$ cat src/rtl/hscpc_pkg.sv
// shared constants of the hub strap, attach and port power control block
package hscpc_pkg;

    // ----------------------------------------------------------------
    // timing
    // ----------------------------------------------------------------
    localparam int CLK_KHZ = 40000;
    localparam int HOLDOFF_MS = 3;
    localparam int HOLDOFF_CYCLES = HOLDOFF_MS * CLK_KHZ;
    localparam int SYNC_ARM_W = 3;

    // ----------------------------------------------------------------
    // ports and bus
    // ----------------------------------------------------------------
    localparam int NUM_DOWN = 3;
    localparam int ADDR_W = 8;

    // ----------------------------------------------------------------
    // register offsets
    // ----------------------------------------------------------------
    localparam logic [7:0] STATUS_OFS = 8'h00;
    localparam logic [7:0] MEM_CTRL_OFS = 8'h04;
    localparam logic [7:0] PORT_CTRL_OFS = 8'h08;
    localparam logic [7:0] TRIP_CLR_OFS = 8'h0c;
    localparam logic [7:0] ID_OFS = 8'h10;
    localparam logic [7:0] ID_LOAD_OFS = 8'h14;

    // ----------------------------------------------------------------
    // field positions
    // ----------------------------------------------------------------
    localparam int ST_SELF = 0;
    localparam int ST_PULLUP = 1;
    localparam int ST_EXTDIS = 2;
    localparam int ST_GANG = 3;
    localparam int ST_MEMDIN = 4;
    localparam int ST_PWR_LSB = 8;
    localparam int ST_TRIP_LSB = 12;
    localparam int MC_CLK = 0;
    localparam int MC_DOUT = 1;
    localparam int MC_DOE = 2;

    // ----------------------------------------------------------------
    // reset values and answers
    // ----------------------------------------------------------------
    localparam logic [2:0] MEM_CTRL_RST = 3'h0;
    // identifiers below are arbitrary values
    localparam logic [15:0] DEFAULT_VID = 16'h0a5a;
    localparam logic [15:0] DEFAULT_PID = 16'h0001;
    localparam logic [1:0] RESP_OKAY = 2'h0;
    localparam logic [1:0] RESP_SLVERR = 2'h2;

endpackage

$ cat src/rtl/hscpc_link_if.sv
// strap level, strap change and hold-off status between the block's parts
`timescale 1ns/1ps
`default_nettype none
interface hscpc_link_if;
    logic strap_level;
    logic strap_change;
    logic holdoff_done;

    modport strap (output strap_level, output strap_change);
    modport timer (input strap_change, output holdoff_done);
    modport ctrl (input strap_level, input strap_change, input holdoff_done);
endinterface
`default_nettype wire

$ cat src/rtl/hscpc_top.sv
// hub strap decode, upstream pullup timing and port power control
// How it works
// - a low power source strap means bus powered, a high one self powered.
// - after reset or a strap change the pullup output floats until the timer ends.
// - after the timer ends the pullup output is driven high until the next restart.
// - only the system reset or a strap change restarts the timer; a bus reset has no effect on it.
// - the hold-off lasts three milliseconds.
// - with the memory strap high the memory interface is off and its clock not driven.
// - with the memory strap low the memory clock is always driven, from the memory control clock bit.
// - with the memory strap low the shared pin is the memory's two-way data line.
// - with the memory strap high the shared pin is read as the gang or per-port strap.
// - with the memory interface off the built-in identifiers are reported.
// - ganged overcurrent removes power from all ports, per-port only from its own.
// - port zero is the upstream port, the numbered pairs are downstream.
`timescale 1ns/1ps
`default_nettype none
module hscpc_top
    import hscpc_pkg::*;
#(
    parameter int HOLDOFF = HOLDOFF_CYCLES
) (
    input wire logic aclk,
    input wire logic aresetn,
    input wire logic [ADDR_W-1:0] awaddr,
    input wire logic awvalid,
    output logic awready,
    input wire logic [31:0] wdata,
    input wire logic [3:0] wstrb,
    input wire logic wvalid,
    output logic wready,
    output logic [1:0] bresp,
    output logic bvalid,
    input wire logic bready,
    input wire logic [ADDR_W-1:0] araddr,
    input wire logic arvalid,
    output logic arready,
    output logic [31:0] rdata,
    output logic [1:0] rresp,
    output logic rvalid,
    input wire logic rready,
    input wire logic power_source_strap_n,
    input wire logic ext_memory_disable,
    output logic self_powered,
    output logic upstream_pullup_ctrl_o,
    output logic upstream_pullup_ctrl_oe,
    output logic serial_mem_clock_o,
    output logic serial_mem_clock_oe,
    input wire logic serial_mem_data_or_gang_strap_i,
    output logic serial_mem_data_or_gang_strap_o,
    output logic serial_mem_data_or_gang_strap_oe,
    input wire logic [NUM_DOWN-1:0] overcurrent_n,
    output logic [NUM_DOWN-1:0] port_power_n
);
    // ----------------------------------------------------------------
    // strap synchroniser and hold-off timer
    // ----------------------------------------------------------------
    hscpc_link_if link ();

    hscpc_strap_sync u_strap (
        .aclk(aclk),
        .aresetn(aresetn),
        .strap_raw(power_source_strap_n),
        .link(link)
    );

    hscpc_holdoff_timer #(.CYCLES(HOLDOFF)) u_timer (
        .aclk(aclk),
        .aresetn(aresetn),
        .link(link)
    );

    // ----------------------------------------------------------------
    // pin decode
    // ----------------------------------------------------------------
    logic ext_dis;
    logic gang_mode;
    logic [2:0] mem_ctrl;
    logic [NUM_DOWN-1:0] power_req;
    logic [NUM_DOWN-1:0] trip;
    logic [NUM_DOWN-1:0] trip_clr;
    logic [31:0] id_load;

    // no bus reset input exists, so nothing but aresetn and the strap change reaches the timer
    always_ff @(posedge aclk) begin
        if (!aresetn) begin
            self_powered <= 1'b0;
            upstream_pullup_ctrl_o <= 1'b0;
            upstream_pullup_ctrl_oe <= 1'b0;
        end else begin
            self_powered <= link.strap_level;
            upstream_pullup_ctrl_o <= 1'b1;
            upstream_pullup_ctrl_oe <= link.holdoff_done && !link.strap_change;
        end
    end

    always_ff @(posedge aclk) begin
        if (!aresetn) begin
            ext_dis <= 1'b1;
            gang_mode <= 1'b0;
        end else begin
            ext_dis <= ext_memory_disable;
            gang_mode <= ext_memory_disable && serial_mem_data_or_gang_strap_i;
        end
    end

    always_ff @(posedge aclk) begin
        if (!aresetn) begin
            serial_mem_clock_o <= 1'b0;
            serial_mem_clock_oe <= 1'b0;
            serial_mem_data_or_gang_strap_o <= 1'b0;
            serial_mem_data_or_gang_strap_oe <= 1'b0;
        end else begin
            serial_mem_clock_o <= mem_ctrl[MC_CLK];
            serial_mem_clock_oe <= !ext_memory_disable;
            serial_mem_data_or_gang_strap_o <= mem_ctrl[MC_DOUT];
            serial_mem_data_or_gang_strap_oe <= !ext_memory_disable && mem_ctrl[MC_DOE];
        end
    end

    // ----------------------------------------------------------------
    // downstream port power, index i is port i+1
    // ----------------------------------------------------------------
    genvar gi;
    generate
        for (gi = 0; gi < NUM_DOWN; gi++) begin : g_port
            logic hit;
            assign hit = !overcurrent_n[gi] || (gang_mode && !(&overcurrent_n));
            always_ff @(posedge aclk) begin
                if (!aresetn) begin
                    trip[gi] <= 1'b0;
                    port_power_n[gi] <= 1'b1;
                end else begin
                    trip[gi] <= hit || (trip[gi] && !trip_clr[gi]);
                    port_power_n[gi] <= !(power_req[gi] && !trip[gi]);
                end
            end
        end
    endgenerate

    // ----------------------------------------------------------------
    // register bus
    // ----------------------------------------------------------------
    logic aw_held;
    logic w_held;
    logic [ADDR_W-1:0] waddr;
    logic [31:0] wdat;
    logic [3:0] wstr;
    logic do_write;
    logic [31:0] id_value;
    logic [31:0] status;

    assign do_write = aw_held && w_held && !bvalid;
    assign id_value = ext_dis ? {DEFAULT_PID, DEFAULT_VID} : id_load;

    always_comb begin
        status = '0;
        status[ST_SELF] = link.strap_level;
        status[ST_PULLUP] = upstream_pullup_ctrl_oe;
        status[ST_EXTDIS] = ext_dis;
        status[ST_GANG] = gang_mode;
        status[ST_MEMDIN] = serial_mem_data_or_gang_strap_i;
        status[ST_PWR_LSB +: NUM_DOWN] = ~port_power_n;
        status[ST_TRIP_LSB +: NUM_DOWN] = trip;
    end

    always_ff @(posedge aclk) begin
        if (!aresetn) begin
            awready <= 1'b1;
            aw_held <= 1'b0;
            waddr <= '0;
        end else if (awvalid && awready) begin
            awready <= 1'b0;
            aw_held <= 1'b1;
            waddr <= awaddr;
        end else begin
            if (do_write) aw_held <= 1'b0;
            if (bvalid && bready) awready <= 1'b1;
        end
    end

    always_ff @(posedge aclk) begin
        if (!aresetn) begin
            wready <= 1'b1;
            w_held <= 1'b0;
            wdat <= '0;
            wstr <= '0;
        end else if (wvalid && wready) begin
            wready <= 1'b0;
            w_held <= 1'b1;
            wdat <= wdata;
            wstr <= wstrb;
        end else begin
            if (do_write) w_held <= 1'b0;
            if (bvalid && bready) wready <= 1'b1;
        end
    end

    always_ff @(posedge aclk) begin
        if (!aresetn) begin
            bvalid <= 1'b0;
            bresp <= RESP_OKAY;
        end else if (do_write) begin
            bvalid <= 1'b1;
            bresp <= (waddr == MEM_CTRL_OFS || waddr == PORT_CTRL_OFS ||
                      waddr == TRIP_CLR_OFS || waddr == ID_LOAD_OFS) ? RESP_OKAY : RESP_SLVERR;
        end else if (bready) begin
            bvalid <= 1'b0;
        end
    end

    always_ff @(posedge aclk) begin
        if (!aresetn) begin
            mem_ctrl <= MEM_CTRL_RST;
            power_req <= '0;
            id_load <= {DEFAULT_PID, DEFAULT_VID};
        end else if (do_write) begin
            if (waddr == MEM_CTRL_OFS && wstr[0]) mem_ctrl <= wdat[2:0];
            if (waddr == PORT_CTRL_OFS && wstr[0]) power_req <= wdat[NUM_DOWN-1:0];
            for (int b = 0; b < 4; b++) begin
                if (waddr == ID_LOAD_OFS && wstr[b]) id_load[b*8 +: 8] <= wdat[b*8 +: 8];
            end
        end
    end

    // trip clear lasts one cycle; a new overcurrent in that cycle still sets
    always_ff @(posedge aclk) begin
        if (!aresetn) begin
            trip_clr <= '0;
        end else begin
            trip_clr <= (do_write && waddr == TRIP_CLR_OFS && wstr[0]) ? wdat[NUM_DOWN-1:0] : '0;
        end
    end

    always_ff @(posedge aclk) begin
        if (!aresetn) begin
            arready <= 1'b1;
            rvalid <= 1'b0;
            rdata <= '0;
            rresp <= RESP_OKAY;
        end else if (arvalid && arready) begin
            arready <= 1'b0;
            rvalid <= 1'b1;
            rresp <= RESP_OKAY;
            unique case (araddr)
                STATUS_OFS: rdata <= status;
                MEM_CTRL_OFS: rdata <= {29'h0, mem_ctrl};
                PORT_CTRL_OFS: rdata <= {{(32-NUM_DOWN){1'b0}}, power_req};
                TRIP_CLR_OFS: rdata <= '0;
                ID_OFS: rdata <= id_value;
                ID_LOAD_OFS: rdata <= id_load;
                default: begin
                    rdata <= '0;
                    rresp <= RESP_SLVERR;
                end
            endcase
        end else if (rvalid && rready) begin
            rvalid <= 1'b0;
            arready <= 1'b1;
        end
    end

    // ----------------------------------------------------------------
    // checks
    // ----------------------------------------------------------------
    logic [31:0] holdoff_age;

    always_ff @(posedge aclk) begin
        if (!aresetn || link.strap_change) begin
            holdoff_age <= '0;
        end else if (holdoff_age <= 32'(HOLDOFF)) begin
            holdoff_age <= holdoff_age + 32'h1;
        end
    end
endmodule
`default_nettype wire

$ cat src/rtl/hscpc_strap_sync.sv
// power source strap synchroniser with change detection
`timescale 1ns/1ps
`default_nettype none
module hscpc_strap_sync
    import hscpc_pkg::*;
(
    input wire logic aclk,
    input wire logic aresetn,
    input wire logic strap_raw,
    hscpc_link_if.strap link
);
    logic sync1;
    logic sync2;
    logic prev;
    logic [SYNC_ARM_W-1:0] arm;

    always_ff @(posedge aclk) begin
        if (!aresetn) begin
            sync1 <= 1'b0;
            sync2 <= 1'b0;
            prev <= 1'b0;
        end else begin
            sync1 <= strap_raw;
            sync2 <= sync1;
            prev <= sync2;
        end
    end

    // no change reported until the pipeline holds real samples
    always_ff @(posedge aclk) begin
        if (!aresetn) begin
            arm <= '0;
        end else begin
            arm <= {arm[SYNC_ARM_W-2:0], 1'b1};
        end
    end

    assign link.strap_level = sync2;
    assign link.strap_change = arm[SYNC_ARM_W-1] && (sync2 != prev);
endmodule
`default_nettype wire

$ cat src/rtl/hscpc_holdoff_timer.sv
// pullup hold-off timer, restarted by reset or strap change
`timescale 1ns/1ps
`default_nettype none
module hscpc_holdoff_timer
    import hscpc_pkg::*;
#(
    parameter int CYCLES = HOLDOFF_CYCLES
) (
    input wire logic aclk,
    input wire logic aresetn,
    hscpc_link_if.timer link
);
    localparam int CNT_W = $clog2(CYCLES + 1);
    localparam logic [CNT_W-1:0] LAST = CNT_W'(CYCLES - 1);

    logic [CNT_W-1:0] cnt;
    logic done;

    always_ff @(posedge aclk) begin
        if (!aresetn || link.strap_change) begin
            cnt <= '0;
            done <= 1'b0;
        end else if (!done) begin
            cnt <= cnt + CNT_W'(1);
            done <= (cnt == LAST);
        end
    end

    assign link.holdoff_done = done;
endmodule
`default_nettype wire

$ cat config.mk
export PLATFORM = sky130hd
export DESIGN_NAME = hscpc_top
export DESIGN_NICKNAME = d
export VERILOG_FILES = /design/src/rtl/hscpc_pkg.sv /design/src/rtl/hscpc_link_if.sv /design/src/rtl/hscpc_top.sv /design/src/rtl/hscpc_strap_sync.sv /design/src/rtl/hscpc_holdoff_timer.sv
export SDC_FILE = /design/constraint.sdc
export NUM_CORES = 1
export LEC_CHECK = 0
export BUFFER_PORTS_ARGS = -buffer_cell sky130_fd_sc_hd__buf_2
export CELL_PAD_IN_SITES_DETAIL_PLACEMENT = 0
export CELL_PAD_IN_SITES_GLOBAL_PLACEMENT = 1
export CORE_MARGIN = 2
export CORE_UTILIZATION = 45
export CTS_CLUSTER_SIZE = 16
export DETAILED_ROUTE_END_ITERATION = 10
export PLACE_DENSITY = 0.88
export SLEW_MARGIN = 20
export SYNTH_ARGS = -nofsm -noshare
export SYNTH_HDL_FRONTEND = slang
export SYNTH_SLANG_ARGS = --single-unit
$ cat constraint.sdc
create_clock -name aclk -period 4.6 [get_ports aclk]
set_clock_uncertainty 0.15 [all_clocks]
set_input_delay 0.69 -clock aclk [delete_from_list [all_inputs] [get_ports aclk]]
set_output_delay 0.69 -clock aclk [all_outputs]
set_load 0.005 [all_outputs]
; ---- After elaboration in Yosys (flattened, before gate mapping)
; Cells that the tools add are included.
[word_totals]
regBits = 166
inputBits = 65
elab_cells = 142
[op_classes]
addsub = 1
n_eq_ne = 11
muxes = 19
bitwise = 1
reduce_logical = 69
[op_table]
columns = cell, n
row1 = 32-bit one-hot mux with 5 select lines, 1
row2 = 8-bit by 4-bit == test with 1-bit output (second input constant), 4
row3 = 32-bit two-way mux, 1
row4 = 1-bit logical AND, 26
row5 = 8-bit by 5-bit == test with 1-bit output (second input constant), 3
row6 = 17-bit by 1-bit adder with 17-bit output (second input constant), 1
row7 = 17-bit == test (second input constant), 1
row8 = 1-bit logical NOT, 17
row9 = 8-bit by 3-bit == test with 1-bit output (second input constant), 2
row10 = 1-bit two-way mux, 15
row11 = 2-bit AND reduction, 7
row12 = 2-bit nonzero test, 6
row13 = 1-bit logical OR, 10
row14 = 8-bit logical NOT, 1
row15 = 6-bit OR reduction, 1
row16 = 2-bit two-way mux, 2
row17 = 3-bit NOT, 1
row18 = 3-bit AND reduction, 1
row19 = 1-bit != test, 1

; ---- Depth between registers and ports, before layout
; Gate-level depths: netlist of the first run.
[logic_depth]
ltp_word = 5
depth_mapped = 6
depth_no_buf = 5

; ---- Modules after synthesis
; A second synthesis of the first run with hierarchy kept.
[unflattened]
cells_unflattened = 667
hier_area_um2 = 6162.2
[by_module_without_submodules]
columns = mod, n_inst, cells_per_inst, area_each_um2
row1 = hscpc_top, 1, 565, 5186.2
row2 = hscpc_holdoff_timer, 1, 89, 808.3
row3 = hscpc_strap_sync, 1, 13, 167.7

; ---- Worst setup path after synthesis of the first run
; No wires, ideal clock.
[synth_path]
kind = input -> register
start = in araddr[3]
end = reg rdata[17]
setup_time_ps = 65
arrival_ps = 2187
t_required_ps = 4385
setup_slack_ps = 2198
path_stages = 6
n_path_buf = 2
cell_sequence = buf_2 -> or4b_1 -> nor4_4 -> buf_2 -> a22oi_1 -> nor2_1
[synth_via]
elab_chain_len = 2
elab_cells_between_ends = 6
[synth_lines]
columns = item, line
row1 = start: declaration, hscpc_top.sv:34  ; input wire logic [ADDR_W-1:0] araddr,
row2 = "8-bit by 5-bit == test with 1-bit output, or another cell as far along", hscpc_top.sv:244  ; unique case (araddr)
row3 = 32-bit one-hot mux with 5 select lines (*), hscpc_top.sv:244
row4 = end signal: assignment, hscpc_top.sv:245  ; STATUS_OFS: rdata <= status;
row5 = end signal: assignment, hscpc_top.sv:246  ; MEM_CTRL_OFS: rdata <= {29'h0, mem_ctrl};
row6 = end signal: assignment, hscpc_top.sv:247  ; PORT_CTRL_OFS: rdata <= {{(32-NUM_DOWN){1'b0}}, power_req};
row7 = end: declaration, hscpc_top.sv:37  ; output logic [31:0] rdata,
; Every way passes the cells marked *; elsewhere a longest branch is shown, timed or not.
; A chain may end at the register's enable or synchronous reset.

; ---- Final worst setup path of the first run
[layout_path]
start = reg arready
end = reg rdata[21]
[layout_via]
elab_chain_len = 1
[layout_lines]
columns = item, line
row1 = start: declaration, hscpc_top.sv:36  ; output logic arready,
row2 = start signal: assignment, hscpc_top.sv:236  ; arready <= 1'b1;
row3 = start signal: assignment, hscpc_top.sv:241  ; arready <= 1'b0;
row4 = start signal: assignment, hscpc_top.sv:258  ; arready <= 1'b1;
row5 = 1-bit logical AND, hscpc_top.sv:240  ; end else if (arvalid && arready) begin
; Every way passes these cells.

==> results.json, run 1 <==
{
  "dp_cells": 918,
  "yosys.area.top_type": "dfxtp_1",
  "final_cell_mix": "dfxtp_1, nand2_1, buf_2",
  "netlist_instances": 665,
  "syn_avg_cell_area_um2": 9.251,
  "crit_buf_inv": 0,
  "hold_viol": 0,
  "wl_per_cell_um": 15.28,
  "clockRootBuffer": "clkbuf_16",
  "cp-start-kind": "flop",
  "pwr-share-seq_pct": 46.4,
  "vias_per_cell": 5.272,
  "period_share_pct": 55.88,
  "internal_power_w": 0.002491,
  "cts_buffer_depth": 2,
  "max-slew-margin-rel_pct": 33.77,
  "maxSlewViolCount": 0,
  "portBuffers": 113,
  "path_delay_family": "simple AND/OR/NAND/NOR gates",
  "rsz0062_at_grt": "false",
  "synth.top_cell.area_share_pct": 53.04,
  "core_um2": 13300,
  "drtIter0Drc": 352,
  "cp_cell_sequence": "nand2_1, nor4_4, a22oi_1, nor2_1",
  "cap_violations": 0,
  "ant_nets": 0,
  "power_frac_clock_pct": 48.3,
  "status": "finished, final reports clean",
  "stdcell_area_um2": 7450,
  "critPathRequiredTime_ns": 4.80,
  "async_flop_share_pct": 0,
  "clkSinkCount": 163,
  "layout_commonest_cell": "dfxtp_1",
  "cts_hold_buf": 0,
  "synth_seq_cells": 163,
  "p_per_area_nw_per_um2": 429.1,
  "final_cells": 950,
  "fin_crit_ns": 2.571,
  "cts_resized": 0,
  "pin_count": 116,
  "routed_wl_um": 14520,
  "setup_viol": 0,
  "gr-total-overflow": 0,
  "cp.arrival_ns": 2.77,
  "htree_levels": 4,
  "fp.dieArea_um2": 14620,
  "die_x_um": 120.9,
  "ir_worst_vdd_mv": 0.2461,
  "tns_ns": 0,
  "synth-seq-area-share_pct": 53.04,
  "fp-row-count": 42,
  "nNetsFinal": 827,
  "worstMarginPinSlew_ns": 0.9911,
  "worst-path-max-fanout": 29,
  "placed_area_um2": 6802,
  "synthesis.area_um2": 6152,
  "switching_share_pct": 22.08,
  "synth_area_leaders": "dfxtp_1, nand2_1, mux2i_1",
  "fillers": 1185,
  "synth_edf_count": 0,
  "switchingPower_w": 0.0007060,
  "gp_congestion": 0.8858,
  "hp-class": "reg2reg",
  "synth_cell_types": 50,
  "grt_max_degree": 67,
  "diodes": 0,
  "max_freq_mhz": 389.0,
  "p_leak_nw": 2.892,
  "synth_flop_cell": "dfxtp_1",
  "cts_tree": "built",
  "clkTransAtPathRegs_ns": 0.06,
  "dp_hpwl_um": 10140,
  "antenna_found_initial": 0,
  "yosysWarnings": 0,
  "total_power_w": 0.003197,
  "layout-drive-gt1-share_pct": 21.58,
  "fp.dieH_um": 120.9,
  "slowest_delay_ns": 1.07,
  "cts_buffers": 17,
  "grt_usage_pct": 20.06,
  "path_class": "reg2reg",
  "dr.pass1.iters": 5,
  "start_util_pct": 46.27,
  "grt_pass1_vias": 4585,
  "grt_pass1_wl_um": 22840,
  "syn_to_final_growth_pct": 21.09,
  "crit_slowest_cell": "nor4_4",
  "end_kind": "flop",
  "drc": 0,
  "combPwrFrac_pct": 5.4,
  "post_cts_buffers": 0,
  "vias": 5008,
  "clock_latency_ns": 0.42
}
Yosys cell counts, drive strengths merged, types with 6 or more instances:
master  instances
clkbuf         32
buf             9
mux2i          39
a22oi          21
xor2            6
dfxtp         163
nor4           12
xnor2           8
nand2b          6
nor2           70
nand3b          7
a22o           12
o21ai          14
nand2         117
nand3           9
and2           15
nor3            8
a21oi          62
path summary, 6_finish.rpt:
kind              cells past startpoint                        to  slack, ns     startpoint
setup / recovery                      4                 rdata[21]       2.03        arready
hold / removal                        1  u_strap.link.strap_level       0.28  u_strap.sync1
setup reg to reg                      4                 rdata[21]       2.03        arready
hold reg to reg                       1  u_strap.link.strap_level       0.28  u_strap.sync1
through the flow:
step | util (%) | hold slack (ns) | setup slack (ns)
floorplan | - | 0.2425 | 2.198
global placement | 51.16 | 0.2723 | 1.764
detailed placement | 51.16 | 0.2717 | 1.623
CTS | 56.03 | 0.2872 | 1.927
global route | 56.03 | 0.3119 | 1.771
finish | 56.03 | 0.2834 | 2.029
worst register-to-register path, delay by kind of cell, from the launching register on:
kind               cells  cell delay [ns]
and+or+nand+nor        3             1.80
AOI/OAI and AO/OA      1             0.15
DFF                    1             0.39
state kept, by name, indices dropped and copies added, names as in the netlist, 3 cells and up:
signal and count:
power_req 3, wdat 32, id_load 32, wstr 4, status 3, waddr 8
u_strap.arm 3, trip_clr 3, port_power_n 3, rdata 32, mem_ctrl 3, u_timer.cnt 17
metal layers:
metal | GRT usage, % | up-vias | part of all wire, %
met4 | 8.576 | 0 | 2.0
met5 | 0 | - | 0
met1 | 25.94 | 2354 | 46
met2 | 32.13 | 147 | 47
met3 | 4.652 | 20 | 5.2
li1 | - | 2487 | -
power by group through the flow:
stage | clock [W] | sequential (W) | combinational (W)
after floorplan | 0 | 0.00150 | 0.000119
after global placement | 0 | 0.00151 | 0.000167
after detailed placement | 0 | 0.00151 | 0.000171
after CTS | 0.00156 | 0.00148 | 0.000172
after global routing | 0.00162 | 0.00149 | 0.000190
final | 0.00154 | 0.00148 | 0.000171
cell families after synthesis:
family          Yosys count  synth area share, %
compound gates          123                12.20
xor+xnor                 14                1.993
fa+ha+maj                 1               0.2033
buf+inv                  46                3.091
flops                   163                53.04
mux                      40                6.528
other cells               1              0.06095
simple gates            277                22.88
layout make-up:
type | instances | area (um2) | share of cell area, %
clock buffers | 19 | 442.9 | 5.946
clock inverters | 13 | 205.2 | 2.754
inverters | 5 | 20.02 | 0.2687
multi-input cells | 457 | 2703 | 36.28
flip-flops and latches | 163 | 3263 | 43.80
well taps | 176 | 220.2 | 2.956
repair buffers | 117 | 595.6 | 7.995
(Power assumes the default switching activity.)
==> run 2: changes to the inputs <==
Settings changed: CORE_UTILIZATION 45 to 37, PLACE_DENSITY 0.88 to 0.78.
Clock period 4.6 ns to 2.27 ns, I/O delays scaled along.
==> run 2 against run 1 <==
  * Maximum frequency is 23% higher
  * Cell count increased by 9.6%
  * Via count increased by 2.8%
  * Worst hold slack got worse by 0.26 ns
  * Design area rose by 7.2%
  * Non-clock buffer count grew 47
  * Power up 110%
  * Routed wire length up 5.5%
  * Sequential share of layout area is 3.0 points lower
  * Critical path depth increased by 1
  * Clock-buffer cell count grew 1
==> results.json, run 2 (synthesized netlist as in run 1, its figures left out) <==
{
  "grt_pass1_wl_um": 25060,
  "path_class": "reg2reg",
  "end_kind": "flop",
  "ir_worst_vdd_mv": 0.5157,
  "clkTransAtPathRegs_ns": 0.06,
  "wl_per_cell_um": 14.71,
  "drtIter0Drc": 259,
  "p_per_area_nw_per_um2": 824.8,
  "crit_slowest_cell": "or4_4",
  "cp.arrival_ns": 2.28,
  "worst-path-max-fanout": 5,
  "cts_buffers": 17,
  "syn_to_final_growth_pct": 29.84,
  "cts_tree": "built",
  "grt_pass1_vias": 5007,
  "gp_congestion": 0.8279,
  "gr-total-overflow": 0,
  "ff2ff_path_depth": 5,
  "max_freq_mhz": 477.1,
  "slowest_delay_ns": 0.48,
  "hold-path-endpoint": "wdat[12]",
  "tns_ns": 0,
  "worstMarginPinSlew_ns": 0.6115,
  "rr_endpoint": "u_timer.cnt[16]",
  "period_share_pct": 92.33,
  "grt_usage_pct": 17.93,
  "fp-row-count": 47,
  "core_um2": 16410,
  "stdcell_area_um2": 7988,
  "ant_nets": 0,
  "rr_startpoint": "u_timer.cnt[0]",
  "layout-drive-gt1-share_pct": 22.05,
  "setup_viol": 0,
  "p_leak_nw": 3.122,
  "dr.pass1.iters": 5,
  "routed_wl_um": 15320,
  "clockRootBuffer": "clkbuf_16",
  "start_util_pct": 37.50,
  "antenna_found_initial": 1,
  "utilization_pct": 48.68,
  "largestRegisters": "id_load (32), rdata (32), wdat (32)",
  "fp.dieH_um": 132.9,
  "die_x_um": 132.9,
  "reg2reg_slack_ns": 0.17,
  "min-delay-start": "wdata[12]",
  "portBuffers": 113,
  "cp-start-kind": "flop",
  "cts_buffer_depth": 2,
  "final_cell_mix": "dfxtp_1, nand2_1, buf_2",
  "placed_area_um2": 6979,
  "fp.dieArea_um2": 17670,
  "nNetsFinal": 874,
  "rsz0062_at_grt": "false",
  "hp-class": "in2reg",
  "clkSinkCount": 163,
  "clock_latency_ns": 0.42,
  "htree_levels": 4,
  "status": "finished, final reports clean",
  "cp_cell_sequence": "ha_1, nand3b_1, or4_4, or4_1, a21oi_1",
  "cts_resized": 0,
  "hold_viol": 0,
  "vias": 5146,
  "layout_commonest_cell": "dfxtp_1",
  "grt_max_degree": 91,
  "maxSlewViolCount": 0,
  "dp_hpwl_um": 10520,
  "fin_crit_ns": 2.096,
  "vias_per_cell": 4.943,
  "critPathRequiredTime_ns": 2.46,
  "holdPathStages": 3,
  "drc": 0,
  "diodes": 0,
  "max-slew-margin-rel_pct": 58.86,
  "cap_violations": 0,
  "pin_count": 116
}
==> run 2: cell count changes in the layout (fill, tap and decap cells not counted), moves of 2 or more <==
cell / previous run / this run
dlygate4sd3_1: 0 / 34
buf_4: 4 / 15
buf_12: 0 / 2
clkbuf_8: 1 / 3
clkinv_4: 0 / 2
==> run 2: where the power goes <==
part	internal [W]	total, W	switching (W)
clock network	0.00204	0.00318	0.00113
logic	0.000175	0.000408	0.000233
registers	0.00294	0.00300	0.0000647
==> run 2: what timing repair did <==
item,in CTS,in global routing
hold buffers,34,0
endpoints found under the hold margin,35,0
setup buffers,0,0
==> run 2: through the flow <==
step,power (W),worst slack (ns),hold WS [ns],instances
2_1_floorplan,0.003280,0.2049,0.2182,666
3_3_place_gp,0.003415,0.2203,0.2728,975
3_5_place_dp,0.003430,0.1886,0.2699,975
4_1_cts,0.006662,0.1758,0.0004621,1041
5_1_grt,0.006851,0.06731,0.008159,1041
6_report,0.006588,0.1742,0.02218,1041
==> run 2: critical path, delay by kind of cell, from the launching register on <==
family          cells  cell delay [ns]
compound gates      1             0.14
fa+ha+maj           1             0.21
flops               1             0.39
simple gates        3             1.12
==> run 2: per-layer routing <==
layer / wire length (um) / vias to the layer above / GRT usage, % / share of wire, %
li1: - / 2580 / - / -
met1: 7009 / 2411 / 22.90 / 46
met2: 6992 / 134 / 28.35 / 46
met3: 1089 / 19 / 6.130 / 7.1
met4: 211 / 2 / 6.153 / 1.4
met5: 12 / - / 0 / 0.078
==> run 2: final cells by class <==
class | instances | area, um2
multi-input cells | 457 | 2703
inverters | 5 | 20.02
well taps | 220 | 275.3
fillers | 1541 | 8419
clock buffers | 20 | 466.7
clock inverters | 12 | 201.4
repair buffers | 164 | 1059
flip-flops and latches | 163 | 3263
==> run 2: worst max path at each step <==
stage,startpoint,end,slack [ns],cells past startpoint
after floorplan,waddr[0],id_load[0],0.20,5
after global placement,araddr[4],rdata[27],0.22,6
after detailed placement,araddr[4],rdata[17],0.19,6
after CTS,u_timer.cnt[0],u_timer.cnt[16],0.18,5
after global routing,u_timer.cnt[0],u_timer.cnt[16],0.07,5
final,u_timer.cnt[0],u_timer.cnt[16],0.17,5
==> run 3: changes to the inputs <==
Settings changed: CORE_UTILIZATION 37 to 39, CTS_BUF_LIST from default to sky130_fd_sc_hd__clkbuf_8, PLACE_DENSITY 0.78 to 0.82.
==> run 3 against run 2 <==
  * Combinational power is 6.9% higher
  * Die area is 5.0% lower
  * Power is 7.5% lower
  * Design area is 0.11% higher
  * Global-route usage is 0.82 points higher
  * First-iteration DRC count is 10% higher
  * Core utilization is 3.5 points higher
  * Setup slack better by 0.015 ns
  * Sequential share of layout area hardly changed
  * Sequential power hardly changed
==> results.json, run 3 (synthesized netlist as in run 1, its figures left out) <==
{
  "vias": 5213,
  "diodes": 0,
  "routed.top_layer": "met5",
  "gp_congestion": 0.8802,
  "cts_hold_buf": 51,
  "tns_ns": 0,
  "clockRootBuffer": "clkbuf_8",
  "critPathRequiredTime_ns": 2.49,
  "timing.hold.ws_ns": 0.05498,
  "layout-drive-gt1-share_pct": 21.51,
  "layout_commonest_cell": "dfxtp_1",
  "cp-start-kind": "flop",
  "dp_hpwl_um": 10690,
  "fin_crit_ns": 2.080,
  "largestRegisters": "id_load (32), rdata (32), wdat (32)",
  "start_util_pct": 40.17,
  "wl_met3_um": 803,
  "grt_usage_pct": 18.75,
  "dr.pass1.iters": 5,
  "cts_buffer_depth": 2,
  "stdcell_area_um2": 7996,
  "cp.arrival_ns": 2.30,
  "max-slew-margin-rel_pct": 58.44,
  "syn_to_final_growth_pct": 29.98,
  "end_kind": "flop",
  "post_cts_buffers": 0,
  "max_freq_mhz": 480.7,
  "wl_met2_um": 7188,
  "pin_count": 116,
  "clock_latency_ns": 0.45,
  "gr-total-overflow": 0,
  "rr_startpoint": "u_timer.cnt[6]",
  "placed_area_um2": 6960,
  "p_per_area_nw_per_um2": 762.2,
  "drc": 0,
  "die_x_um": 129.6,
  "status": "finished, final reports clean",
  "fp-row-count": 45,
  "hp-class": "in2reg",
  "rsz0062_at_grt": "false",
  "ir_worst_vdd_mv": 0.4924,
  "period_share_pct": 91.65,
  "wl_per_cell_um": 14.70,
  "path_class": "reg2reg",
  "fp.dieH_um": 129.6,
  "rr_endpoint": "u_timer.cnt[16]",
  "cap_violations": 0,
  "min-delay-start": "aresetn",
  "drtIter0Drc": 285,
  "clkSinkCount": 163,
  "grt_pass1_vias": 4980,
  "portBuffers": 113,
  "hold_viol": 0,
  "cts_buffers": 17,
  "fp.dieArea_um2": 16790,
  "reg2reg_slack_ns": 0.19,
  "worstMarginPinSlew_ns": 0.6177,
  "worst-path-max-fanout": 6,
  "cts_tree": "built",
  "htree_levels": 4,
  "final_cell_mix": "dfxtp_1, nand2_1, buf_2",
  "core_um2": 15310,
  "ant_nets": 0,
  "setup_viol": 0,
  "clkTransAtPathRegs_ns": 0.08,
  "p_leak_nw": 3.115,
  "nNetsFinal": 890,
  "hold-path-endpoint": "u_strap.arm[0]",
  "ff2ff_path_depth": 4,
  "antenna_found_initial": 1,
  "holdPathStages": 1,
  "grt_pass1_wl_um": 24600,
  "met1_length_um": 7214,
  "routed_wl_um": 15410,
  "grt_max_degree": 45,
  "maxSlewViolCount": 0,
  "cts_resized": 0,
  "vias_per_cell": 4.974
}
==> run 3: changes by cell type in the layout (fill, tap and decap cells not counted) <==
cell,before,now
clkinv_2,3,1
bufinv_16,5,7
clkbuf_8,3,20
clkbuf_16,17,0
clkinvlp_4,2,3
buf_4,15,14
dlygate4sd3_1,34,51
inv_6,1,0
==> run 3: report_power, final <==
part | switching (W) | internal, W
Combinational | 0.000240 | 0.000197
Sequential | 0.0000617 | 0.00293
Clock | 0.00104 | 0.00162
Total | 0.00134 | 0.00475
==> run 3: worst max path at each step <==
stage / endpoint / from / cells after the start / slack [ns]
2_1_floorplan: id_load[0] / waddr[0] / 5 / 0.20
5_1_grt: u_timer.cnt[16] / u_timer.cnt[6] / 4 / 0.07
3_3_place_gp: rdata[9] / araddr[5] / 6 / 0.22
4_1_cts: u_timer.cnt[16] / u_timer.cnt[6] / 4 / 0.18
3_5_place_dp: rdata[14] / araddr[3] / 5 / 0.15
6_report: u_timer.cnt[16] / u_timer.cnt[6] / 4 / 0.19
==> run 3: critical path: stages (launching register included) <==
cell,delay (ns)
dfxtp_1,0.42
nand4_1,0.18
or4_4,0.61
or4_1,0.48
a21oi_1,0.15
==> run 3: area by class of cell <==
class                   count  area [um2]
clock buffers              20       275.3
clock inverters            12       250.2
fillers                  1394        7318
inverters                   5       20.02
multi-input cells         457        2703
flip-flops and latches    163        3263
well taps                 211       264.0
repair buffers            180        1221
==> run 3: layer usage <==
layer / vias to the layer above / GRT usage, %
met3: 16 / 5.244
li1: 2602 / -
met5: - / 0
met4: 2 / 6.135
met1: 2472 / 23.92
met2: 121 / 30.77
==> run 3: metrics by stage <==
stage	power, W	std cells	utilization (%)	setup WS (ns)
detailed placement	0.003431	965	45.45	0.1482
finish	0.006095	1048	52.21	0.1895
CTS	0.006151	1048	52.21	0.1803
global placement	0.003419	965	45.45	0.2203
floorplan	0.003280	666	-	0.2049
global route	0.006320	1048	52.21	0.07105
